`src/csm_pkg.sv`:
```
package csm_pkg;

   ////////////////////////////////////////////////////////////////////////////
   // Timing
   localparam int CLK_HZ = 50_000_000;
   localparam int RUN_DELAY_S = 3;
   localparam int MS_PER_S = 1000;
   localparam int TICK_CYC = CLK_HZ / MS_PER_S;
   localparam int RUN_DELAY_MS = RUN_DELAY_S * MS_PER_S;

   ////////////////////////////////////////////////////////////////////////////
   // Calibration select codes and bit positions
   localparam logic [3:0] SEL_ALL = 4'h7;
   localparam logic [3:0] SEL_GATE = 4'h2;
   localparam logic [3:0] SEL_READ = 4'h1;
   localparam logic [3:0] SEL_WRITE = 4'h4;
   localparam int SEL_WL_BIT = 2;
   localparam int SEL_GT_BIT = 1;
   localparam int SEL_RL_BIT = 0;
   localparam int SEL_RSV_BIT = 3;

   ////////////////////////////////////////////////////////////////////////////
   // Register map
   localparam int REG_AW = 8;
   localparam int REG_DW = 32;
   localparam logic [7:0] ADDR_STATUS = 8'h00;
   localparam logic [7:0] ADDR_IRQ_STAT = 8'h04;
   localparam logic [7:0] ADDR_IRQ_CLR = 8'h08;
   localparam logic [7:0] ADDR_IRQ_EN = 8'h0c;
   localparam logic [2:0] IRQ_EN_RST = 3'h0;
   localparam int IRQ_W = 3;
   localparam int IRQ_PASS = 0;
   localparam int IRQ_FAIL = 1;
   localparam int IRQ_CALERR = 2;
   localparam int STAT_LAMP_LSB = 0;
   localparam int STAT_SEL_LSB = 4;
   localparam int STAT_BYPASS_BIT = 8;

   ////////////////////////////////////////////////////////////////////////////
   // Memory port
   localparam int MEM_AW = 16;
   localparam int MEM_DW = 32;
   localparam int CHK_WORDS = 256;

   typedef struct packed
   {
      logic req;
      logic we;
      logic [MEM_AW-1:0] addr;
      logic [MEM_DW-1:0] wdata;
   } csm_mem_req_type;

   typedef struct packed
   {
      logic running;
      logic pass;
      logic mismatch;
      logic active;
   } csm_lamp_type;

   typedef enum logic [1:0] {PASS_WL, PASS_GT, PASS_RL} csm_pass_type;

endpackage

```
`src/csm_top.sv`:
```
`timescale 1ns/1ps
module csm_top
   import csm_pkg::*;
#(
   parameter bit CAL_BYPASS = 1'b0,
   parameter int TICK_CYCLES = TICK_CYC,
   parameter int DELAY_MS = RUN_DELAY_MS,
   parameter int CHECK_WORDS = CHK_WORDS
)
(
   input wire logic sys_clk_i,
   input wire logic srst_i,
   input wire logic pass_switch_high_i,
   input wire logic pass_switch_low_i,
   output logic cal_auto_en_o,
   output logic [3:0] cal_auto_sel_o,
   output logic cal_err_o,
   output logic pass_start_o,
   output csm_pass_type pass_kind_o,
   input wire logic pass_done_i,
   output csm_mem_req_type mem_o,
   input wire logic mem_ack_i,
   input wire logic [MEM_DW-1:0] mem_rdata_i,
   output logic checker_active_lamp_o,
   output logic mismatch_lamp_o,
   output logic pass_lamp_o,
   output logic running_lamp_o,
   input wire logic [REG_AW-1:0] reg_addr_i,
   input wire logic [REG_DW-1:0] reg_wdata_i,
   input wire logic reg_wr_i,
   input wire logic reg_rd_i,
   output logic [REG_DW-1:0] reg_rdata_o,
   output logic irq_o
);

   // Refuse values the counters cannot serve
   if (TICK_CYCLES < 1 || DELAY_MS < 1 || CHECK_WORDS < 1 || CHECK_WORDS > (1 << MEM_AW))
   begin
      $error("csm_top: unusable parameter value");
   end

   typedef enum logic [2:0] {ST_WAIT, ST_CAL, ST_WRITE, ST_READ, ST_PASS, ST_FAIL,
      ST_CALERR} csm_state_type;

   function automatic logic [3:0] sel_from_switch(input logic [1:0] sw);
      case (sw)
         2'h0: return SEL_ALL;
         2'h1: return SEL_GATE;
         2'h2: return SEL_READ;
         default: return SEL_WRITE;
      endcase
   endfunction

   function automatic logic [MEM_DW-1:0] pattern(input logic [MEM_AW-1:0] a);
      return {~a, a};
   endfunction

   ////////////////////////////////////////////////////////////////////////////
   // Switch synchronisers
   logic [2:0] sw_hi_sync_reg;
   logic [2:0] sw_lo_sync_reg;
   logic [1:0] sw_stable_reg;

   always_ff @(posedge sys_clk_i)
   begin
      if (srst_i)
      begin
         sw_hi_sync_reg <= 3'h0;
         sw_lo_sync_reg <= 3'h0;
         sw_stable_reg <= 2'h0;
      end
      else
      begin
         sw_hi_sync_reg <= {sw_hi_sync_reg[1:0], pass_switch_high_i};
         sw_lo_sync_reg <= {sw_lo_sync_reg[1:0], pass_switch_low_i};
         if (sw_hi_sync_reg[1] == sw_hi_sync_reg[2])
            sw_stable_reg[1] <= sw_hi_sync_reg[2];
         if (sw_lo_sync_reg[1] == sw_lo_sync_reg[2])
            sw_stable_reg[0] <= sw_lo_sync_reg[2];
      end
   end

   ////////////////////////////////////////////////////////////////////////////
   // Start-up delay: millisecond enable and counter
   csm_state_type state_reg;
   logic [31:0] tick_cnt_reg;
   logic [31:0] ms_cnt_reg;
   wire ms_tick = (tick_cnt_reg == 32'(TICK_CYCLES - 1));
   wire delay_done = ms_tick && (ms_cnt_reg == 32'(DELAY_MS - 1));

   always_ff @(posedge sys_clk_i)
   begin
      if (srst_i || state_reg != ST_WAIT)
      begin
         tick_cnt_reg <= 32'h0;
         ms_cnt_reg <= 32'h0;
      end
      else if (ms_tick)
      begin
         tick_cnt_reg <= 32'h0;
         ms_cnt_reg <= ms_cnt_reg + 32'h1;
      end
      else
         tick_cnt_reg <= tick_cnt_reg + 32'h1;
   end

   ////////////////////////////////////////////////////////////////////////////
   // Calibration pass sequencer
   logic auto_en_reg;
   logic [3:0] sel_reg;
   logic seq_done;
   logic seq_err;

   csm_cal_seq u_seq (
      .sys_clk_i(sys_clk_i),
      .srst_i(srst_i),
      .start_i(auto_en_reg),
      .sel_i(sel_reg),
      .pass_done_i(pass_done_i),
      .pass_start_o(pass_start_o),
      .pass_kind_o(pass_kind_o),
      .done_o(seq_done),
      .err_o(seq_err)
   );

   ////////////////////////////////////////////////////////////////////////////
   // Main sequence and memory checker
   csm_lamp_type lamp_reg;
   logic [MEM_AW-1:0] idx_reg;
   logic [MEM_DW-1:0] wdata_reg;
   logic cal_err_reg;
   wire last_word = (idx_reg == MEM_AW'(CHECK_WORDS - 1));
   wire xfer = mem_o.req && mem_ack_i;
   wire rd_bad = (state_reg == ST_READ) && mem_ack_i && (mem_rdata_i != pattern(idx_reg));
   wire [MEM_AW-1:0] idx_inc = last_word ? MEM_AW'(0) : idx_reg + MEM_AW'(1);

   always_ff @(posedge sys_clk_i)
   begin
      if (srst_i)
      begin
         state_reg <= ST_WAIT;
         lamp_reg <= '0;
         auto_en_reg <= 1'b0;
         sel_reg <= 4'h0;
         idx_reg <= '0;
         wdata_reg <= pattern('0);
         cal_err_reg <= 1'b0;
      end
      else
      begin
         auto_en_reg <= 1'b0;
         if (xfer)
         begin
            idx_reg <= idx_inc;
            wdata_reg <= pattern(idx_inc);
         end
         case (state_reg)
            ST_WAIT:
               if (delay_done)
               begin
                  lamp_reg.running <= 1'b1;
                  if (CAL_BYPASS)
                  begin
                     lamp_reg.active <= 1'b1;
                     state_reg <= ST_WRITE;
                  end
                  else
                  begin
                     sel_reg <= sel_from_switch(sw_stable_reg);
                     auto_en_reg <= 1'b1;
                     state_reg <= ST_CAL;
                  end
               end
            ST_CAL:
               if (seq_err)
               begin
                  cal_err_reg <= 1'b1;
                  state_reg <= ST_CALERR;
               end
               else if (seq_done)
               begin
                  lamp_reg.active <= 1'b1;
                  state_reg <= ST_WRITE;
               end
            ST_WRITE:
               if (xfer && last_word)
                  state_reg <= ST_READ;
            ST_READ:
               if (rd_bad)
               begin
                  lamp_reg.mismatch <= 1'b1;
                  lamp_reg.active <= 1'b0;
                  state_reg <= ST_FAIL;
               end
               else if (xfer && last_word)
               begin
                  lamp_reg.pass <= 1'b1;
                  state_reg <= ST_PASS;
               end
            ST_PASS, ST_FAIL, ST_CALERR: state_reg <= state_reg;
            default: state_reg <= ST_WAIT;
         endcase
      end
   end

   assign mem_o.req = (state_reg == ST_WRITE) || (state_reg == ST_READ);
   assign mem_o.we = (state_reg == ST_WRITE);
   assign mem_o.addr = idx_reg;
   assign mem_o.wdata = wdata_reg;
   assign cal_auto_en_o = auto_en_reg;
   assign cal_auto_sel_o = sel_reg;
   assign cal_err_o = cal_err_reg;
   assign checker_active_lamp_o = lamp_reg.active;
   assign mismatch_lamp_o = lamp_reg.mismatch;
   assign pass_lamp_o = lamp_reg.pass;
   assign running_lamp_o = lamp_reg.running;

   ////////////////////////////////////////////////////////////////////////////
   // Register port and interrupt
   logic [IRQ_W-1:0] irq_stat_reg;
   logic [IRQ_W-1:0] irq_en_reg;
   logic [REG_DW-1:0] rdata_reg;
   wire [IRQ_W-1:0] irq_event = {seq_err, rd_bad, (state_reg == ST_READ) && !rd_bad
      && xfer && last_word};
   wire wr_clr = reg_wr_i && (reg_addr_i == ADDR_IRQ_CLR);
   wire wr_en = reg_wr_i && (reg_addr_i == ADDR_IRQ_EN);
   wire [IRQ_W-1:0] irq_stat_next = (irq_stat_reg & ~(wr_clr ? reg_wdata_i[IRQ_W-1:0]
      : '0)) | irq_event;
   wire [REG_DW-1:0] status_word = REG_DW'({CAL_BYPASS, sel_reg, lamp_reg.running,
      lamp_reg.pass, lamp_reg.mismatch, lamp_reg.active});
   wire [REG_DW-1:0] rd_mux = (reg_addr_i == ADDR_STATUS) ? status_word :
      (reg_addr_i == ADDR_IRQ_STAT) ? REG_DW'(irq_stat_reg) :
      (reg_addr_i == ADDR_IRQ_EN) ? REG_DW'(irq_en_reg) : '0;

   always_ff @(posedge sys_clk_i)
   begin
      if (srst_i)
      begin
         irq_stat_reg <= '0;
         irq_en_reg <= IRQ_EN_RST;
         rdata_reg <= '0;
      end
      else
      begin
         irq_stat_reg <= irq_stat_next;
         if (wr_en)
            irq_en_reg <= reg_wdata_i[IRQ_W-1:0];
         rdata_reg <= reg_rd_i ? rd_mux : '0;
      end
   end

   assign reg_rdata_o = rdata_reg;
   assign irq_o = |(irq_stat_reg & irq_en_reg);

   ////////////////////////////////////////////////////////////////////////////
   a_sel_switch: assert property (@(posedge sys_clk_i) disable iff (srst_i)
      cal_auto_en_o && $past(sw_stable_reg) == 2'h3 |-> cal_auto_sel_o == 4'h4)
      else $error("both switches high must select write leveling only");
   a_sel_encode: assert property (@(posedge sys_clk_i) disable iff (srst_i)
      cal_auto_en_o |-> cal_auto_sel_o == sel_from_switch($past(sw_stable_reg)))
      else $error("select code does not match switches");
   a_bypass_skip: assert property (@(posedge sys_clk_i) disable iff (srst_i)
      CAL_BYPASS |-> !cal_auto_en_o && state_reg != ST_CAL)
      else $error("calibration started in bypass mode");
   a_run_delay: assert property (@(posedge sys_clk_i) disable iff (srst_i)
      $rose(running_lamp_o) |-> $past(ms_cnt_reg) == 32'(DELAY_MS - 1) && $past(ms_tick))
      else $error("running lamp lit before the start-up delay");
   a_cal_start: assert property (@(posedge sys_clk_i) disable iff (srst_i)
      $rose(running_lamp_o) |-> cal_auto_en_o == !CAL_BYPASS
         && (CAL_BYPASS ? state_reg == ST_WRITE : state_reg == ST_CAL))
      else $error("wrong step after running lamp");
   a_active_on: assert property (@(posedge sys_clk_i) disable iff (srst_i)
      mem_o.req |-> checker_active_lamp_o && running_lamp_o)
      else $error("checker runs without active lamp");
   a_pass_lamp: assert property (@(posedge sys_clk_i) disable iff (srst_i)
      $rose(pass_lamp_o) |-> $past(state_reg) == ST_READ && $past(xfer)
         && !$past(rd_bad) && !mismatch_lamp_o)
      else $error("pass lamp without clean read-back");
   a_mismatch_lamp: assert property (@(posedge sys_clk_i) disable iff (srst_i)
      rd_bad |=> mismatch_lamp_o && !pass_lamp_o ##1 mismatch_lamp_o)
      else $error("mismatch not reported");
   a_active_off: assert property (@(posedge sys_clk_i) disable iff (srst_i)
      rd_bad |=> !checker_active_lamp_o && !mem_o.req)
      else $error("active lamp stayed on after mismatch");

endmodule

```
`src/csm_cal_seq.sv`:
```
`timescale 1ns/1ps
module csm_cal_seq
   import csm_pkg::*;
(
   input wire logic sys_clk_i,
   input wire logic srst_i,
   input wire logic start_i,
   input wire logic [3:0] sel_i,
   input wire logic pass_done_i,
   output logic pass_start_o,
   output csm_pass_type pass_kind_o,
   output logic done_o,
   output logic err_o
);

   typedef enum logic [1:0] {SQ_IDLE, SQ_ISSUE, SQ_WAIT} csm_sq_type;

   function automatic csm_pass_type next_kind(input logic [2:0] pend);
      if (pend[SEL_WL_BIT])
         return PASS_WL;
      else if (pend[SEL_GT_BIT])
         return PASS_GT;
      else
         return PASS_RL;
   endfunction

   function automatic logic [2:0] kind_mask(input csm_pass_type k);
      case (k)
         PASS_WL: return 3'h4;
         PASS_GT: return 3'h2;
         default: return 3'h1;
      endcase
   endfunction

   csm_sq_type st_reg;
   logic [2:0] pend_reg;
   csm_pass_type kind_reg;
   logic start_reg;
   logic done_reg;
   logic err_reg;
   wire sel_bad = sel_i[SEL_RSV_BIT] || (sel_i[2:0] == 3'h0);

   always_ff @(posedge sys_clk_i)
   begin
      if (srst_i)
      begin
         st_reg <= SQ_IDLE;
         pend_reg <= 3'h0;
         kind_reg <= PASS_WL;
         start_reg <= 1'b0;
         done_reg <= 1'b0;
         err_reg <= 1'b0;
      end
      else
      begin
         start_reg <= 1'b0;
         done_reg <= 1'b0;
         err_reg <= 1'b0;
         case (st_reg)
            SQ_IDLE:
               if (start_i)
               begin
                  if (sel_bad)
                     err_reg <= 1'b1;
                  else
                  begin
                     pend_reg <= sel_i[2:0];
                     st_reg <= SQ_ISSUE;
                  end
               end
            SQ_ISSUE:
               if (pend_reg == 3'h0)
               begin
                  done_reg <= 1'b1;
                  st_reg <= SQ_IDLE;
               end
               else
               begin
                  kind_reg <= next_kind(pend_reg);
                  start_reg <= 1'b1;
                  st_reg <= SQ_WAIT;
               end
            SQ_WAIT:
               if (pass_done_i)
               begin
                  pend_reg <= pend_reg & ~kind_mask(kind_reg);
                  st_reg <= SQ_ISSUE;
               end
            default: st_reg <= SQ_IDLE;
         endcase
      end
   end

   assign pass_start_o = start_reg;
   assign pass_kind_o = kind_reg;
   assign done_o = done_reg;
   assign err_o = err_reg;

   ////////////////////////////////////////////////////////////////////////////
   a_seq_start: assert property (@(posedge sys_clk_i) disable iff (srst_i)
      start_i && !sel_bad && st_reg == SQ_IDLE |-> ##2 pass_start_o)
      else $error("valid start did not launch a pass");
   a_pass_order: assert property (@(posedge sys_clk_i) disable iff (srst_i)
      pass_start_o && pass_kind_o != PASS_WL |-> !pend_reg[SEL_WL_BIT]
         && (pass_kind_o == PASS_GT || !pend_reg[SEL_GT_BIT]))
      else $error("calibration pass issued out of order");
   a_bad_sel: assert property (@(posedge sys_clk_i) disable iff (srst_i)
      start_i && sel_bad && st_reg == SQ_IDLE |=> err_o && !pass_start_o)
      else $error("invalid select did not raise error");

endmodule

```
`config.mk`:
```
export PLATFORM = sky130hd
export DESIGN_NAME = csm_top
export DESIGN_NICKNAME = d
export VERILOG_FILES = /design/src/csm_pkg.sv /design/src/csm_top.sv /design/src/csm_cal_seq.sv
export SDC_FILE = /design/constraint.sdc
export NUM_CORES = 1
export LEC_CHECK = 0
export ABC_AREA = 1
export BUFFER_PORTS_ARGS = -buffer_cell sky130_fd_sc_hd__buf_2
export CAP_MARGIN = 20
export CORE_MARGIN = 8
export CORE_UTILIZATION = 59
export DETAILED_ROUTE_END_ITERATION = 10
export HOLD_SLACK_MARGIN = 0.15
export PLACE_DENSITY = 0.95
export SLEW_MARGIN = 40
export SYNTH_ARGS = -nofsm -noshare
export SYNTH_HDL_FRONTEND = slang
export SYNTH_SLANG_ARGS = --single-unit
```
`constraint.sdc`:
```
create_clock -name sys_clk_i -period 2.9 [get_ports sys_clk_i]
set_clock_uncertainty 0.05 [all_clocks]
set_input_delay 0.29 -clock sys_clk_i [delete_from_list [all_inputs] [get_ports sys_clk_i]]
set_output_delay 0.29 -clock sys_clk_i [all_outputs]
set_load 0.01 [all_outputs]
```
# After elaboration in Yosys (flattened, before gate mapping)

Index checks and enable logic that the tools add are counted.

Register bits after elaboration: 181
Input port bits: 80
Output and inout bits: 96
Word-level logic and storage cells: 152

$add $sub $neg: 3
Equality and inequality tests: 30
Multiplexer cells: 36
Bitwise logic cells: 16
Reduce and logical (&&, ||, !) cells: 41

Operator list:

| operator                                        | count |
|---|---|
| adder 32 x 1 -> 32 bit, second input constant   | 2 |
| 2-to-1 mux 3 bit                                | 15 |
| == test 32 x 12 -> 1 bit, second input constant | 1 |
| == test 32 x 16 -> 1 bit, second input constant | 1 |
| != test 32 bit                                  | 1 |
| NOT 16 bit                                      | 2 |
| adder 16 x 1 -> 16 bit, second input constant   | 1 |
| == test 16 x 8 -> 1 bit, second input constant  | 1 |
| == test 8 x 4 -> 1 bit, second input constant   | 2 |
| 2-to-1 mux 16 bit                               | 1 |
| one-hot mux 3 bit (5 select lines)              | 1 |
| 2-to-1 mux 2 bit                                | 6 |
| != test 2 bit, second input constant            | 6 |
| one-hot mux 3 bit (2 select lines)              | 2 |
| logical AND 1 bit                               | 10 |
| bitwise AND 3 bit                               | 3 |
| == test 3 bit, second input constant            | 3 |
| logical NOT 3 bit                               | 3 |
| one-hot mux 3 bit (3 select lines)              | 1 |
| OR reduction 3 bit                              | 3 |
| == test 8 x 3 -> 1 bit, second input constant   | 1 |
| logical NOT 8 bit                               | 1 |
| 2-to-1 mux 8 bit                                | 1 |
| NOT 1 bit                                       | 8 |
| other kinds (24)                                | 50 |

# Logic depth before layout (Yosys ltp)

Gate-level depths: netlist (run 1).

Depth in word-level cells: 9
Depth in mapped cells: 17
Depth with buffers taken out: 16

# Modules after synthesis

Synthesis (run 1) repeated with hierarchy kept, for this count alone.

Cell total of the unflattened synthesis: 1157
Area, all modules: 7773.7 um2

Modules (own cells, without submodules):

| module      | instances | cells each | area each (um2) | sequential area each (um2) |
|---|---|---|---|---|
| csm_top     | 1         | 1092       | 7334.5          | 2582.5 |
| csm_cal_seq | 1         | 65         | 439.2           | 200.2 |

# Worst setup path before layout (run 1)

Ideal clock, no wire load.

Path kind: reg-to-reg
Start point: reg idx_reg[0]
End point: reg idx_reg[12]
Library setup time: 0.058 ns
Arrival: 1.793 ns
Required time: 2.792 ns
Setup slack: 0.999 ns
Cell stages (with the launch flop): 13
Path buffers: 0
Clock period less this slack: 1.901 ns
Path through: dfxtp_1 ha_1 nand2_1 inv_1 nand3_1 nor2_1 nand3_1 nor2_1 nand3_1 nand2_1 o21ai_0 a21oi_1 o21a_1

Longest elaborated chain between the ends: 2
Elaborated cells between the ends (all ways): 3
Those cells by class: 1 x add/sub; 1 x eq/ne; 1 x mux

RTL lines:

| item                                                              | line                           | text |
|---|---|---|
| start: declaration                                                | csm_top.sv:129                 | `logic [MEM_AW-1:0] idx_reg;` |
| start signal: assignment                                          | csm_top.sv:154                 | `idx_reg <= idx_inc;` |
| adder 16 x 1 -> 16 bit or == test 16 x 8 -> 1 bit (tied branches) | csm_top.sv:135, csm_top.sv:132 |  |
| 2-to-1 mux 16 bit (*)                                             | csm_top.sv:135                 | `wire [MEM_AW-1:0] idx_inc = last_word ? MEM_AW'(0) : idx_reg + MEM_AW'(1);` |

Mark *: on every way between the ends. The rest lies on a longest branch, timed or not.
A chain may end at the register's enable or synchronous reset.

# Worst setup path in the final report (run 1)

Start point: reg ms_cnt_reg[0]
End point: reg ms_cnt_reg[18]

Longest elaborated chain between the ends: 1

RTL lines:

| item                     | line           | text |
|---|---|---|
| start: declaration       | csm_top.sv:87  | `logic [31:0] ms_cnt_reg;` |
| start signal: assignment | csm_top.sv:101 | `ms_cnt_reg <= ms_cnt_reg + 32'h1;` |
| adder 32 x 1 -> 32 bit   | csm_top.sv:101 |  |

Every way passes these cells.

==> summary.txt, run 1 <==
Timing
  – Final total negative setup slack: 0 ps
  – Tmin final: roughly 2300 ps
  – Fin crit share: 0.798
  – Slew of the pin with the lowest slew margin: between 600 and 700 ps
  – Setup repair after global routing missed its margin: false
  – Highest attainable clock frequency: 432 MHz
  – Count of final setup violators: 0
  – Worst setup slack after layout: slightly below 600 ps
  – Final Hold Fails: 0
  – Worst slew margin relative to its limit: 0.570
  – Final number of max-transition violations: 0

Clock network
  – Clk sink count: ~140
  – Number of setup buffers added after CTS: 0
  – Clock slew at the register clock pins of the worst setup and hold paths: 60 ps
  – Root buffer selected by CTS: sky130_fd_sc_hd__clkbuf_16
  – Clock buffer count from CTS: 17
  – Maximum root-to-sink buffer count: 2
  – H-tree levels: 4
  – TritonCTS clock tree: yes
  – Worst-skew pair later-pin latency: between 400 and 500 ps

Critical path
  – Data required, critical path: between 3000 and 4000 ps
  – Setup crit start kind: flip-flop
  – Slowest cell on crit path: sky130_fd_sc_hd__dfxtp_1
  – Endpoint of the lowest-slack register-to-register path: ms_cnt_reg[18]$_SDFFE_PP0P_
  – FF-to-FF setup slack: 590 ps
  – R2r startpoint: ms_cnt_reg[0]$_SDFFE_PP0P_
  – Highest cell delay on the worst timing path: 420 ps
  – Endpoint of the worst setup timing path: ms_cnt_reg[18]$_SDFFE_PP0P_
  – Worst r2r path cells: 12
  – Worst Path Arrival: 2570 ps
  – Startpoint of the worst setup timing path: ms_cnt_reg[0]$_SDFFE_PP0P_
  – CP endpoint kind: flip-flop
  – Maximum fanout along the worst path: 6
  – Critical path class: flip-flop to flip-flop
  – Ordered cell list for the critical path: ha_1 -> nand3_1 -> nor2_1 -> inv_1 -> nor2_2 -> inv_1 -> nor2_2 -> nand2_4 -> nor3_2 -> nand2_1 -> nand2_1 -> a21oi_1

Layout
  – Multi-input combinational cell area: 0.00400 sq mm
  – Layout cell share with drive strength beyond 1: 0.155
  – Layout overhead on the synthesized area: 15.0%
  – Core utilization of the finished layout: 0.685
  – Layout filler cell count: roughly 1000
  – Final cell area excluding filler cells: 0.00892 sq mm
  – Post-layout nets: 1349
  – Antenna fix cells: 0
  – Total area of sequential cells: roughly 0.0028 sq mm

Floorplanning
  – Row count: 42
  – Height of the chip: 131 um
  – Floorplan die width: ~130 um
  – Effective utilization at floorplan: 0.595
  – Number of top-level design ports: about 180
  – Die footprint: 0.0171 sq mm
  – Area inside the core boundary: 0.0130 sq mm

Placed design
  – Instance area after placement: 0.00826 sq mm
  – Placement-stage worst setup slack: 660 ps
  – Detailed placement HPWL: 14.6 mm
  – I/O Buffers: 120
  – Final GP Congestion: around 0.92

Pwr
  – Worst IR Drop VDD: around 0.00042 V
  – Share of power burned in the clock network: 0.389
  – Psw: 0.00183 W
  – Internal power consumption: 0.00366 W
  – Cell Pwr Density: between 600 and 700 mW/mm^2
  – Portion of total power attributed to sequential cells: 0.402
  – Switching share of power: 0.334
  – Combinational cell fraction of total power: 0.209
  – LEAKAGE: 3.96 nW

Drt
  – Starting DRC count in detailed routing: 699
  – Post-DRT Antenna Nets: 0
  – Vias after detailed routing: 7684
  – Routed vias/inst: 5.30
  – Total wire length: 20.3 mm
  – Number of design rule violations left after detail routing: 0
  – Detailed-routing iteration count for the pre-antenna-repair pass: 5
  – Average wire per standard cell: 14.0 um

Global routing
  – Wire length of the first global-routing pass: 32.8 mm
  – Largest net degree at the start of global routing: 33
  – Vias in the first global route: approximately 7000
  – Overall overflow remaining after global route: 0
  – Total routing usage reported by global routing: 0.238
  – Number of antenna violations at the first check in global routing: 0

Synthesis
  – Share of the synthesized area in the top cell type: 0.359
  – Fraction of registers with async set/reset: 0
  – XOR/XNOR share of the synthesized area: 0.0610
  – Complex-gate fraction of the synthesized area: 0.0894
  – Average footprint of a synthesized cell: 6.72 sq um
  – Share of the yosys chip area belonging to registers: 0.359
  – Number of instances in the synthesized netlist: 1154
  – Top cell type by total area after synthesis: sky130_fd_sc_hd__dfxtp_1
  – EDFF count, synth: 0
  – Leading register cell type out of synthesis: sky130_fd_sc_hd__dfxtp_1
  – Number of register bits inferred by synthesis: about 140
  – Multiplexer share of the synthesized area: 0
  – Summed instance area of the synthesized netlist: 0.00776 sq mm
  – Dominant combinational cell family by area after synthesis: simple AND/OR/NAND/NOR gates
  – Simple-Gate Fraction of Synth Area: 0.341
  – Leading post-synthesis cells by cell area: sky130_fd_sc_hd__dfxtp_1 36%, sky130_fd_sc_hd__nand2_1 14%, sky130_fd_sc_hd__inv_1 7.7%
  – Warning count from the yosys run: 0
  – Post-synthesis share of cell area spent on full adders, half adders and majority gates: 0.0113
  – Cell variety after synth: 45

Worst hold path
  – Class of the worst hold path: input port to flip-flop

Outcome
  – Run status: complete, no violations

Run
  – Number of max-cap violations: 0
layer usage:
metal	up-vias	global-route usage	share of wire
met5	-	0	0
met4	0	0.111	0.028
met3	53	0.0564	0.090
met2	333	0.413	0.48
met1	3471	0.273	0.40
li1	3827	-	-
worst max-delay path: cells and delay by family, from the launching register on:
| family | cells | cell delay (ps) |
|---|---|---|
| AOI/OAI and AO/OA | 1 | 60 |
| adders and majority gates | 1 | 370 |
| buffers and inverters | 2 | 190 |
| DFF | 1 | 420 |
| and+or+nand+nor | 8 | 1090 |
cells in the mapped netlist, types with 3 or more instances:
cell type	n
sky130_fd_sc_hd__o21a_1	4
sky130_fd_sc_hd__ha_1	7
sky130_fd_sc_hd__xor2_1	38
sky130_fd_sc_hd__nand3b_1	4
sky130_fd_sc_hd__nand3_1	58
sky130_fd_sc_hd__nor2_4	4
sky130_fd_sc_hd__inv_2	4
sky130_fd_sc_hd__o21ai_0	32
sky130_fd_sc_hd__buf_1	3
sky130_fd_sc_hd__nand4_1	19
sky130_fd_sc_hd__o211ai_1	3
sky130_fd_sc_hd__nand2_1	281
sky130_fd_sc_hd__o31ai_1	3
sky130_fd_sc_hd__nor4_1	12
sky130_fd_sc_hd__nor2_2	6
sky130_fd_sc_hd__nor3b_1	4
sky130_fd_sc_hd__or2_2	5
sky130_fd_sc_hd__a21oi_1	79
sky130_fd_sc_hd__nand2_2	4
sky130_fd_sc_hd__a211oi_1	3
sky130_fd_sc_hd__nor2_1	119
sky130_fd_sc_hd__inv_1	160
sky130_fd_sc_hd__buf_4	45
sky130_fd_sc_hd__clkbuf_1	10
sky130_fd_sc_hd__xnor2_1	16
sky130_fd_sc_hd__nor3_2	7
sky130_fd_sc_hd__dfxtp_1	139
sky130_fd_sc_hd__buf_2	9
sky130_fd_sc_hd__nor3_1	54
worst min path at each step:
stage	slack, ps	cells past startpoint	from	end
after floorplan	340	2	sw_hi_sync_reg[0]$_SDFF_PP0_	sw_hi_sync_reg[1]$_SDFF_PP0_
after global placement	340	2	sw_hi_sync_reg[0]$_SDFF_PP0_	sw_hi_sync_reg[1]$_SDFF_PP0_
after detailed placement	350	2	sw_hi_sync_reg[0]$_SDFF_PP0_	sw_hi_sync_reg[1]$_SDFF_PP0_
after CTS	170	4	srst_i	ms_cnt_reg[9]$_SDFFE_PP0P_
after global routing	210	4	srst_i	ms_cnt_reg[9]$_SDFFE_PP0P_
final	190	4	srst_i	ms_cnt_reg[9]$_SDFFE_PP0P_
metrics by stage:
stage / hold slack [ps] / instances / power [W]
final: 187 / 1451 / 0.00549
after global routing: 211 / 1451 / 0.00576
after CTS: 170 / 1451 / 0.00551
after detailed placement: 345 / 1411 / 0.00337
after global placement: 344 / 1411 / 0.00334
after floorplan: 338 / 1179 / 0.00306
cells in the final DEF (no fill, tap or decap), types with 7 or more instances in the layout:
cell type and instances:
sky130_fd_sc_hd__a21oi_1 79, sky130_fd_sc_hd__buf_2 120, sky130_fd_sc_hd__clkbuf_16 17, sky130_fd_sc_hd__conb_1 26, sky130_fd_sc_hd__dfxtp_1 139, sky130_fd_sc_hd__dlygate4sd3_1 8
sky130_fd_sc_hd__ha_1 7, sky130_fd_sc_hd__inv_1 159, sky130_fd_sc_hd__nand2_1 281, sky130_fd_sc_hd__nand3_1 58, sky130_fd_sc_hd__nand4_1 19, sky130_fd_sc_hd__nor2_1 119
sky130_fd_sc_hd__nor3_1 54, sky130_fd_sc_hd__nor3_2 7, sky130_fd_sc_hd__nor4_1 12, sky130_fd_sc_hd__o21ai_0 32, sky130_fd_sc_hd__xnor2_1 16, sky130_fd_sc_hd__xor2_1 38
area by class of cell:
cell class              count  area share
flip-flops and latches    139       0.312
inverters                 166      0.0698
clock buffers              17      0.0477
repair buffers            133      0.0805
multi-input cells         805       0.448
clock inverters            15      0.0173
well taps                 176      0.0247
repair_timing:
item | CTS | global route
hold buffers | 8 | 0
hold endpoints to repair | 9 | 0
gates resized for setup | 0 | 0
kinds of logic (layout without fill, tap and decap cells):
logic type / count (synthesis) / in the layout
XOR/XNOR: 54 / 54
AO/OA/AOI/OAI: 130 / 130
flip-flops: 139 / 139
adder cells (fa/ha/maj): 7 / 7
buffers and inverters: 235 / 331
AND/OR/NAND/NOR: 588 / 588
other: 1 / 26
power by group through the flow:
stage               logic (W)  clock network [W]  registers, W
floorplan            0.000843                  0       0.00222
global placement      0.00111                  0       0.00223
detailed placement    0.00113                  0       0.00224
CTS                   0.00115            0.00216       0.00220
global route          0.00129            0.00225       0.00222
finish                0.00115            0.00213       0.00220
No activity file was read; power rests on OpenSTA's default activity.
==> run 2: changes to the inputs <==
ABC_AREA = 0   (was 1)
CORE_UTILIZATION = 48   (was 59)
PLACE_DENSITY = 0.87   (was 0.95)
clock period = 2.1 ns   (was 2.9 ns; I/O delays follow)
==> summary.txt, run 2 <==
Outcome
  – Run status: finished with violations
  – Failing checks: negative setup slack

Drt
  – Total wire length: 19.4 mm (-4.6%)
  – Post-DRT Antenna Nets: 0 (unchanged)
  – Routed vias/inst: 5.45 (+2.8%)
  – Vias after detailed routing: 6540 (-15%)
  – Number of design rule violations left after detail routing: 0 (unchanged)
  – Detailed-routing iteration count for the pre-antenna-repair pass: 5 (unchanged)
  – Average wire per standard cell: 16.1 um (+15%)
  – Starting DRC count in detailed routing: 462 (-34%)

Placed design
  – Final GP Congestion: 0.871 (-5.3%)
  – Detailed placement HPWL: 12.5 mm (-14%)
  – I/O Buffers: 120 (unchanged)
  – Placement-stage worst setup slack: -352 ps (-1010 ps)
  – Instance area after placement: 0.00797 sq mm (-3.6%)

Layout
  – Core utilization of the finished layout: 0.666 (-0.0189)
  – Most common library cell in the layout ignoring fill and taps: sky130_fd_sc_hd__dfxtp_1
  – Layout cell share with drive strength beyond 1: 0.312 (+0.158)
  – Layout overhead on the synthesized area: 35.5%
  – Antenna fix cells: 0 (unchanged)
  – Most frequent cells in the layout: 134 x sky130_fd_sc_hd__dfxtp_1, 120 x sky130_fd_sc_hd__buf_2, 86 x sky130_fd_sc_hd__nor2_1
  – Post-layout nets: 1095 (-19%)
  – Final cell area excluding filler cells: 0.00924 sq mm (+3.6%)

Timing
  – Tmin final: 2480 ps (+164 ps)
  – Count of final setup violators: 70 (+70)
  – Fin crit share: 1.18 (+0.382)
  – Worst setup slack after layout: -378 ps (-964 ps)
  – Setup repair after global routing missed its margin: true
  – Slew of the pin with the lowest slew margin: 544 ps (-99.2 ps)
  – Highest attainable clock frequency: 404 MHz (-6.6%)
  – Final number of max-transition violations: 0 (unchanged)
  – Worst slew margin relative to its limit: 0.637 (+0.0666)
  – Final Hold Fails: 0 (unchanged)

Floorplanning
  – Height of the chip: 135 um (+3.5%)
  – Area inside the core boundary: 0.0139 sq mm (+6.5%)
  – Row count: 43 (+2.4%)
  – Effective utilization at floorplan: 0.491 (-0.104)
  – Number of top-level design ports: 176 (unchanged)
  – Floorplan die width: 135 um (+3.5%)
  – Die footprint: 0.0183 sq mm (+7.0%)

Clock network
  – Worst-skew pair later-pin latency: 430 ps (about the same)
  – Clock buffer count from CTS: 17 (unchanged)
  – Clk sink count: 139 (unchanged)
  – H-tree levels: 4 (unchanged)
  – TritonCTS clock tree: yes
  – Maximum root-to-sink buffer count: 2 (unchanged)
  – Clock slew at the register clock pins of the worst setup and hold paths: 60 ps (about the same)
  – Root buffer selected by CTS: sky130_fd_sc_hd__clkbuf_16

Critical path
  – CP endpoint kind: flip-flop
  – Setup crit start kind: flip-flop
  – Highest cell delay on the worst timing path: 550 ps (+130 ps)
  – Data required, critical path: 2370 ps (-780 ps)
  – Ordered cell list for the critical path: or4_4 -> buf_6 -> or4_4 -> nor2_4 -> buf_6 -> or2_4 -> buf_12 -> clkbuf_16 -> nor2_1
  – FF-to-FF setup slack: -380 ps (-960 ps)
  – Slowest cell on crit path: sky130_fd_sc_hd__or4_4
  – Critical path class: flip-flop to flip-flop
  – Worst Path Arrival: 2750 ps (+180 ps)
  – Maximum fanout along the worst path: 8 (+2)

Synthesis
  – Fraction of registers with async set/reset: 0 (unchanged)
  – Warning count from the yosys run: 0 (unchanged)
  – Synth top cells by count: 139 x sky130_fd_sc_hd__dfxtp_1, 104 x sky130_fd_sc_hd__nor2_1, 63 x sky130_fd_sc_hd__nand2_1
  – Cell with the most instances after synthesis: sky130_fd_sc_hd__dfxtp_1
  – Share of the yosys chip area belonging to registers: 0.408 (+0.0494)
  – Number of instances in the synthesized netlist: 809 (-30%)
  – EDFF count, synth: 0 (unchanged)
  – Share of the synthesized area in the top cell type: 0.408 (+0.0494)
  – Summed instance area of the synthesized netlist: 0.00682 sq mm (-12%)
  – Top cell type by total area after synthesis: sky130_fd_sc_hd__dfxtp_1
  – Leading post-synthesis cells by cell area: sky130_fd_sc_hd__dfxtp_1 41%, sky130_fd_sc_hd__xor2_1 6.4%, sky130_fd_sc_hd__nor2_1 5.7%
  – Average footprint of a synthesized cell: 8.43 sq um (+25%)
  – Number of register bits inferred by synthesis: 139 (unchanged)
  – Cell variety after synth: 56 (+24%)
  – Leading register cell type out of synthesis: sky130_fd_sc_hd__dfxtp_1

Global routing
  – Largest net degree at the start of global routing: 33 (unchanged)
  – Vias in the first global route: 6265 (-13%)
  – Overall overflow remaining after global route: 0 (unchanged)
  – Number of antenna violations at the first check in global routing: 0 (unchanged)
  – Wire length of the first global-routing pass: 29.5 mm (-10%)
  – Total routing usage reported by global routing: 0.197 (-0.0411)

Worst hold path
  – Class of the worst hold path: input port to flip-flop

Pwr
  – Cell Pwr Density: 682 mW/mm^2 (+11%)
  – Worst IR Drop VDD: 0.000503 V (+19%)
  – LEAKAGE: 3.93 nW (-0.74%)

Run
  – Number of max-cap violations: 0 (unchanged)
run 2: cell types whose count changed in the layout (fill, tap and decap cells not counted), moves of 13 or more:
cell	previous run	this run
sky130_fd_sc_hd__a21oi_1	79	28
sky130_fd_sc_hd__inv_1	159	21
sky130_fd_sc_hd__xnor2_1	16	30
sky130_fd_sc_hd__buf_4	5	85
sky130_fd_sc_hd__and3b_1	0	13
sky130_fd_sc_hd__and3_1	0	16
sky130_fd_sc_hd__nor2_1	119	86
sky130_fd_sc_hd__nor2_4	4	18
sky130_fd_sc_hd__nand3_1	58	23
sky130_fd_sc_hd__nor3_1	54	15
sky130_fd_sc_hd__nand2_1	281	60
run 2: power breakdown:
group | total [W] | internal (W) | switching [W]
Combinational | 0.000473 | 0.000207 | 0.000266
Clock | 0.00314 | 0.00197 | 0.00117
Sequential | 0.00269 | 0.00266 | 0.0000245
Total | 0.00630 | 0.00484 | 0.00146
run 2: per-layer routing:
metal	wire length [um]	global-route usage	vias up
met4	501	0.0820	0
met2	9800	0.343	222
li1	-	-	3154
met1	7950	0.225	3123
met5	0	0	-
met3	1130	0.0504	41
run 2: path summary, 6_finish.rpt:
path | cells after the start | endpoint | from
setup reg to reg | 9 | tick_cnt_reg[4]$_SDFF_PP0_ | tick_cnt_reg[26]$_SDFF_PP0_
setup / recovery | 9 | tick_cnt_reg[4]$_SDFF_PP0_ | tick_cnt_reg[26]$_SDFF_PP0_
hold reg to reg | 1 | sw_hi_sync_reg[1]$_SDFF_PP0_ | sw_hi_sync_reg[0]$_SDFF_PP0_
hold / removal | 6 | irq_stat_reg[2]$_SDFF_PP0_ | reg_wr_i
run 2: final cells by class:
type	instances	area, sq um
Inverter	21	78.8
Multi-Input combinational cell	595	3900
Clock inverter	12	161
Fill cell	1016	4640
Sequential cell	139	2790
Tap cell	180	225
Clock buffer	20	467
Timing Repair Buffer	234	1620
run 2: logic make-up after synthesis:
group / after synthesis / share of synthesized area
buf+inv: 100 / 0.0795
flops: 139 / 0.408
compound gates: 98 / 0.0868
fa+ha+maj: 7 / 0.0128
other cells: 1 / 0.000550
xor+xnor: 82 / 0.105
mux: 6 / 0.00881
simple gates: 376 / 0.298
run 2: worst max-delay path: cells and delay by family (launching register included):
family	cells	cell delay, ps
buffers and inverters	4	520
AND/OR/NAND/NOR	5	1470
flip-flops	1	320
run 2: timing repair:
item	CTS	global route
setup endpoints to repair	70	85
setup buffers	4	11
hold endpoints to repair	14	0
pin swaps	7	36
cloned	2	1
gates resized for setup	16	69
hold buffers	13	0
run 2: per-stage QoR:
| step | hold slack, ps | total power, W | cells | TNS (ps) |
|---|---|---|---|---|
| 5_1_grt | 219 | 0.00649 | 1201 | -23130 |
| 2_1_floorplan | 273 | 0.00296 | 834 | -11270 |
| 3_3_place_gp | 370 | 0.00304 | 1139 | -11880 |
| 4_1_cts | 174 | 0.00625 | 1190 | -16240 |
| 6_report | 188 | 0.00630 | 1201 | -19550 |
| 3_5_place_dp | 375 | 0.00305 | 1139 | -14210 |
==> run 3: changes to the inputs <==
SKIP_LAST_GASP = 1   (was unset)
==> summary.txt, run 3 (synthesis results as in run 2) <==
Critical path
  – Critical path class: flip-flop to flip-flop
  – FF-to-FF setup slack: -390 ps (about the same)
  – Worst Path Arrival: 2740 ps (about the same)
  – Maximum fanout along the worst path: 8 (unchanged)
  – Highest cell delay on the worst timing path: 580 ps (+30 ps)
  – Data required, critical path: 2350 ps (-20 ps)
  – Slowest cell on crit path: sky130_fd_sc_hd__or4_4
  – Ordered cell list for the critical path: or4_4 -> or4_4 -> nor4b_4 -> buf_6 -> buf_4 -> nand4_1 -> xor2_1 -> nor2_1
  – Endpoint of the lowest-slack register-to-register path: ms_cnt_reg[29]$_SDFFE_PP0P_
  – CP endpoint kind: flip-flop
  – R2r startpoint: tick_cnt_reg[27]$_SDFF_PP0_
  – Setup crit start kind: flip-flop
  – Most common cell type on the critical path: sky130_fd_sc_hd__or4_4
  – Worst r2r path cells: 8 (-1)

Drt
  – Post-route met1 wirelength: 7.84 mm (-1.3%)
  – Vias after detailed routing: 6562 (+0.34%)
  – Starting DRC count in detailed routing: 429 (-7.1%)
  – Average wire per standard cell: 16.1 um (-0.53%)
  – Uppermost routed layer: met4
  – Routed vias/inst: 5.46 (+0.34%)
  – Detailed-routing iteration count for the pre-antenna-repair pass: 6 (+1)
  – Post-DRT Antenna Nets: 0 (unchanged)
  – Routed length on met2: 9.80 mm (about the same)
  – Number of design rule violations left after detail routing: 0 (unchanged)
  – Sum of met3 wire segment lengths after detailed routing: 1.17 mm (+4.1%)
  – Total wire length: 19.3 mm (-0.53%)

Floorplanning
  – Number of top-level design ports: 176 (unchanged)
  – Height of the chip: 135 um (unchanged)
  – Effective utilization at floorplan: 0.491 (unchanged)
  – Row count: 43 (unchanged)
  – Die footprint: 0.0183 sq mm (unchanged)
  – Floorplan die width: 135 um (unchanged)
  – Area inside the core boundary: 0.0139 sq mm (unchanged)

Global routing
  – Number of antenna violations at the first check in global routing: 0 (unchanged)
  – Largest net degree at the start of global routing: 33 (unchanged)
  – Wire length of the first global-routing pass: 29.5 mm (about the same)
  – Vias in the first global route: 6267 (+0.032%)
  – Overall overflow remaining after global route: 0 (unchanged)
  – Total routing usage reported by global routing: 0.197 (unchanged)

Layout
  – Post-layout nets: 1095 (unchanged)
  – Most frequent cells in the layout: 134 x sky130_fd_sc_hd__dfxtp_1, 120 x sky130_fd_sc_hd__buf_2, 86 x sky130_fd_sc_hd__nor2_1
  – Layout filler cell count: 1023 (+0.69%)
  – Layout overhead on the synthesized area: 35.5% (about the same)
  – Layout cell share with drive strength beyond 1: 0.311 (-0.000979)
  – Antenna fix cells: 0 (unchanged)
  – Core utilization of the finished layout: 0.666 (about the same)
  – Most common library cell in the layout ignoring fill and taps: sky130_fd_sc_hd__dfxtp_1

Timing
  – Fin crit share: 1.18 (+0.00408)
  – Worst slew margin relative to its limit: 0.632 (-0.00502)
  – Final Hold Fails: 0 (unchanged)
  – Tmin final: 2490 ps (+8.56 ps)
  – Setup repair after global routing missed its margin: true
  – Slew of the pin with the lowest slew margin: 552 ps (+7.53 ps)
  – Count of final setup violators: 70 (unchanged)
  – Final number of max-transition violations: 0 (unchanged)
  – Highest attainable clock frequency: 402 MHz (-0.34%)
  – Worst setup slack after layout: -386 ps (-8.56 ps)

Clock network
  – H-tree levels: 4 (unchanged)
  – Root buffer selected by CTS: sky130_fd_sc_hd__clkbuf_16
  – Maximum root-to-sink buffer count: 2 (unchanged)
  – Worst-skew pair later-pin latency: 430 ps (about the same)
  – Clock buffer count from CTS: 17 (unchanged)
  – TritonCTS clock tree: yes
  – Clock slew at the register clock pins of the worst setup and hold paths: 60 ps (about the same)
  – Clk sink count: 139 (unchanged)

Pwr
  – LEAKAGE: 3.93 nW (about the same)
  – Worst IR Drop VDD: 0.000501 V (-0.28%)
  – Cell Pwr Density: 681 mW/mm^2 (-0.13%)
  – PnR Total Power: 0.00630 W (-0.11%)

Run
  – Number of max-cap violations: 0 (unchanged)

Placed design
  – Detailed placement HPWL: 12.5 mm (unchanged)
  – Final GP Congestion: 0.871 (unchanged)
  – I/O Buffers: 120 (unchanged)

Worst hold path
  – Endpoint of the worst hold-timing path: irq_stat_reg[2]$_SDFF_PP0_
  – Class of the worst hold path: input port to flip-flop
  – Cells on Worst Hold Path: 6 (unchanged)
  – Start point of the worst min-delay path: reg_wr_i

Outcome
  – Failing checks: negative setup slack
  – Run status: finished with violations
==> run 3: what timing repair did <==
item	4_1_cts	5_1_grt
hold buffers	13	0
buffers inserted	4	11
setup endpoints to repair	70	85
endpoints found under the hold margin	14	0
resized for setup	14	71
pin swaps	7	35
cloned	2	1
==> run 3: how the worst max path moves through the flow <==
stage | start | endpoint | cells after the start | slack [ps]
after floorplan | tick_cnt_reg[31]$_SDFF_PP0_ | ms_cnt_reg[29]$_SDFFE_PP0P_ | 7 | -300
after global placement | tick_cnt_reg[31]$_SDFF_PP0_ | ms_cnt_reg[30]$_SDFFE_PP0P_ | 7 | -320
after detailed placement | tick_cnt_reg[31]$_SDFF_PP0_ | ms_cnt_reg[30]$_SDFFE_PP0P_ | 7 | -350
after CTS | tick_cnt_reg[31]$_SDFF_PP0_ | ms_cnt_reg[31]$_SDFFE_PP0P_ | 7 | -350
after global routing | tick_cnt_reg[27]$_SDFF_PP0_ | ms_cnt_reg[30]$_SDFFE_PP0P_ | 7 | -440
final | tick_cnt_reg[27]$_SDFF_PP0_ | ms_cnt_reg[29]$_SDFFE_PP0P_ | 8 | -390
==> run 3: metal layers <==
layer  global-route usage  vias up
met3               0.0504       42
met1                0.225     3116
met4               0.0820        0
li1                     -     3151
met2                0.343      253
met5                    0        -
==> run 3: where the power goes <==
part           internal, W  total (W)  switching (W)
clock              0.00197    0.00314        0.00117
combinational     0.000207   0.000471       0.000264
sequential         0.00266    0.00268      0.0000241
total              0.00484    0.00630        0.00146
==> run 3: worst max-delay path: cells and delay by family, from the launching register on <==
family	cells	cell delay [ps]
AND/OR/NAND/NOR	5	1520
flip-flops	1	310
buffers and inverters	2	300
XOR/XNOR	1	200
==> run 3: final cells by class <==
cell class / count / area, sq um / share of cell area
Multi-Input combinational cell: 595 / 3900 / 0.422
Clock buffer: 20 / 467 / 0.0505
Sequential cell: 139 / 2790 / 0.302
Clock inverter: 12 / 161 / 0.0175
Timing Repair Buffer: 234 / 1620 / 0.175
Inverter: 21 / 78.8 / 0.00853
Tap cell: 180 / 225 / 0.0244
==> run 3: metrics by stage <==
step / cell area (sq um) / instances / hold WS [ps] / worst slack (ps) / setup TNS, ps
floorplan: 6960 / 834 / 273 / -302 / -11270
global placement: 7970 / 1139 / 370 / -320 / -11880
detailed placement: 7970 / 1139 / 375 / -352 / -14210
CTS: 8870 / 1190 / 174 / -347 / -16250
global route: 9240 / 1201 / 219 / -443 / -22390
finish: 9240 / 1201 / 189 / -386 / -18490
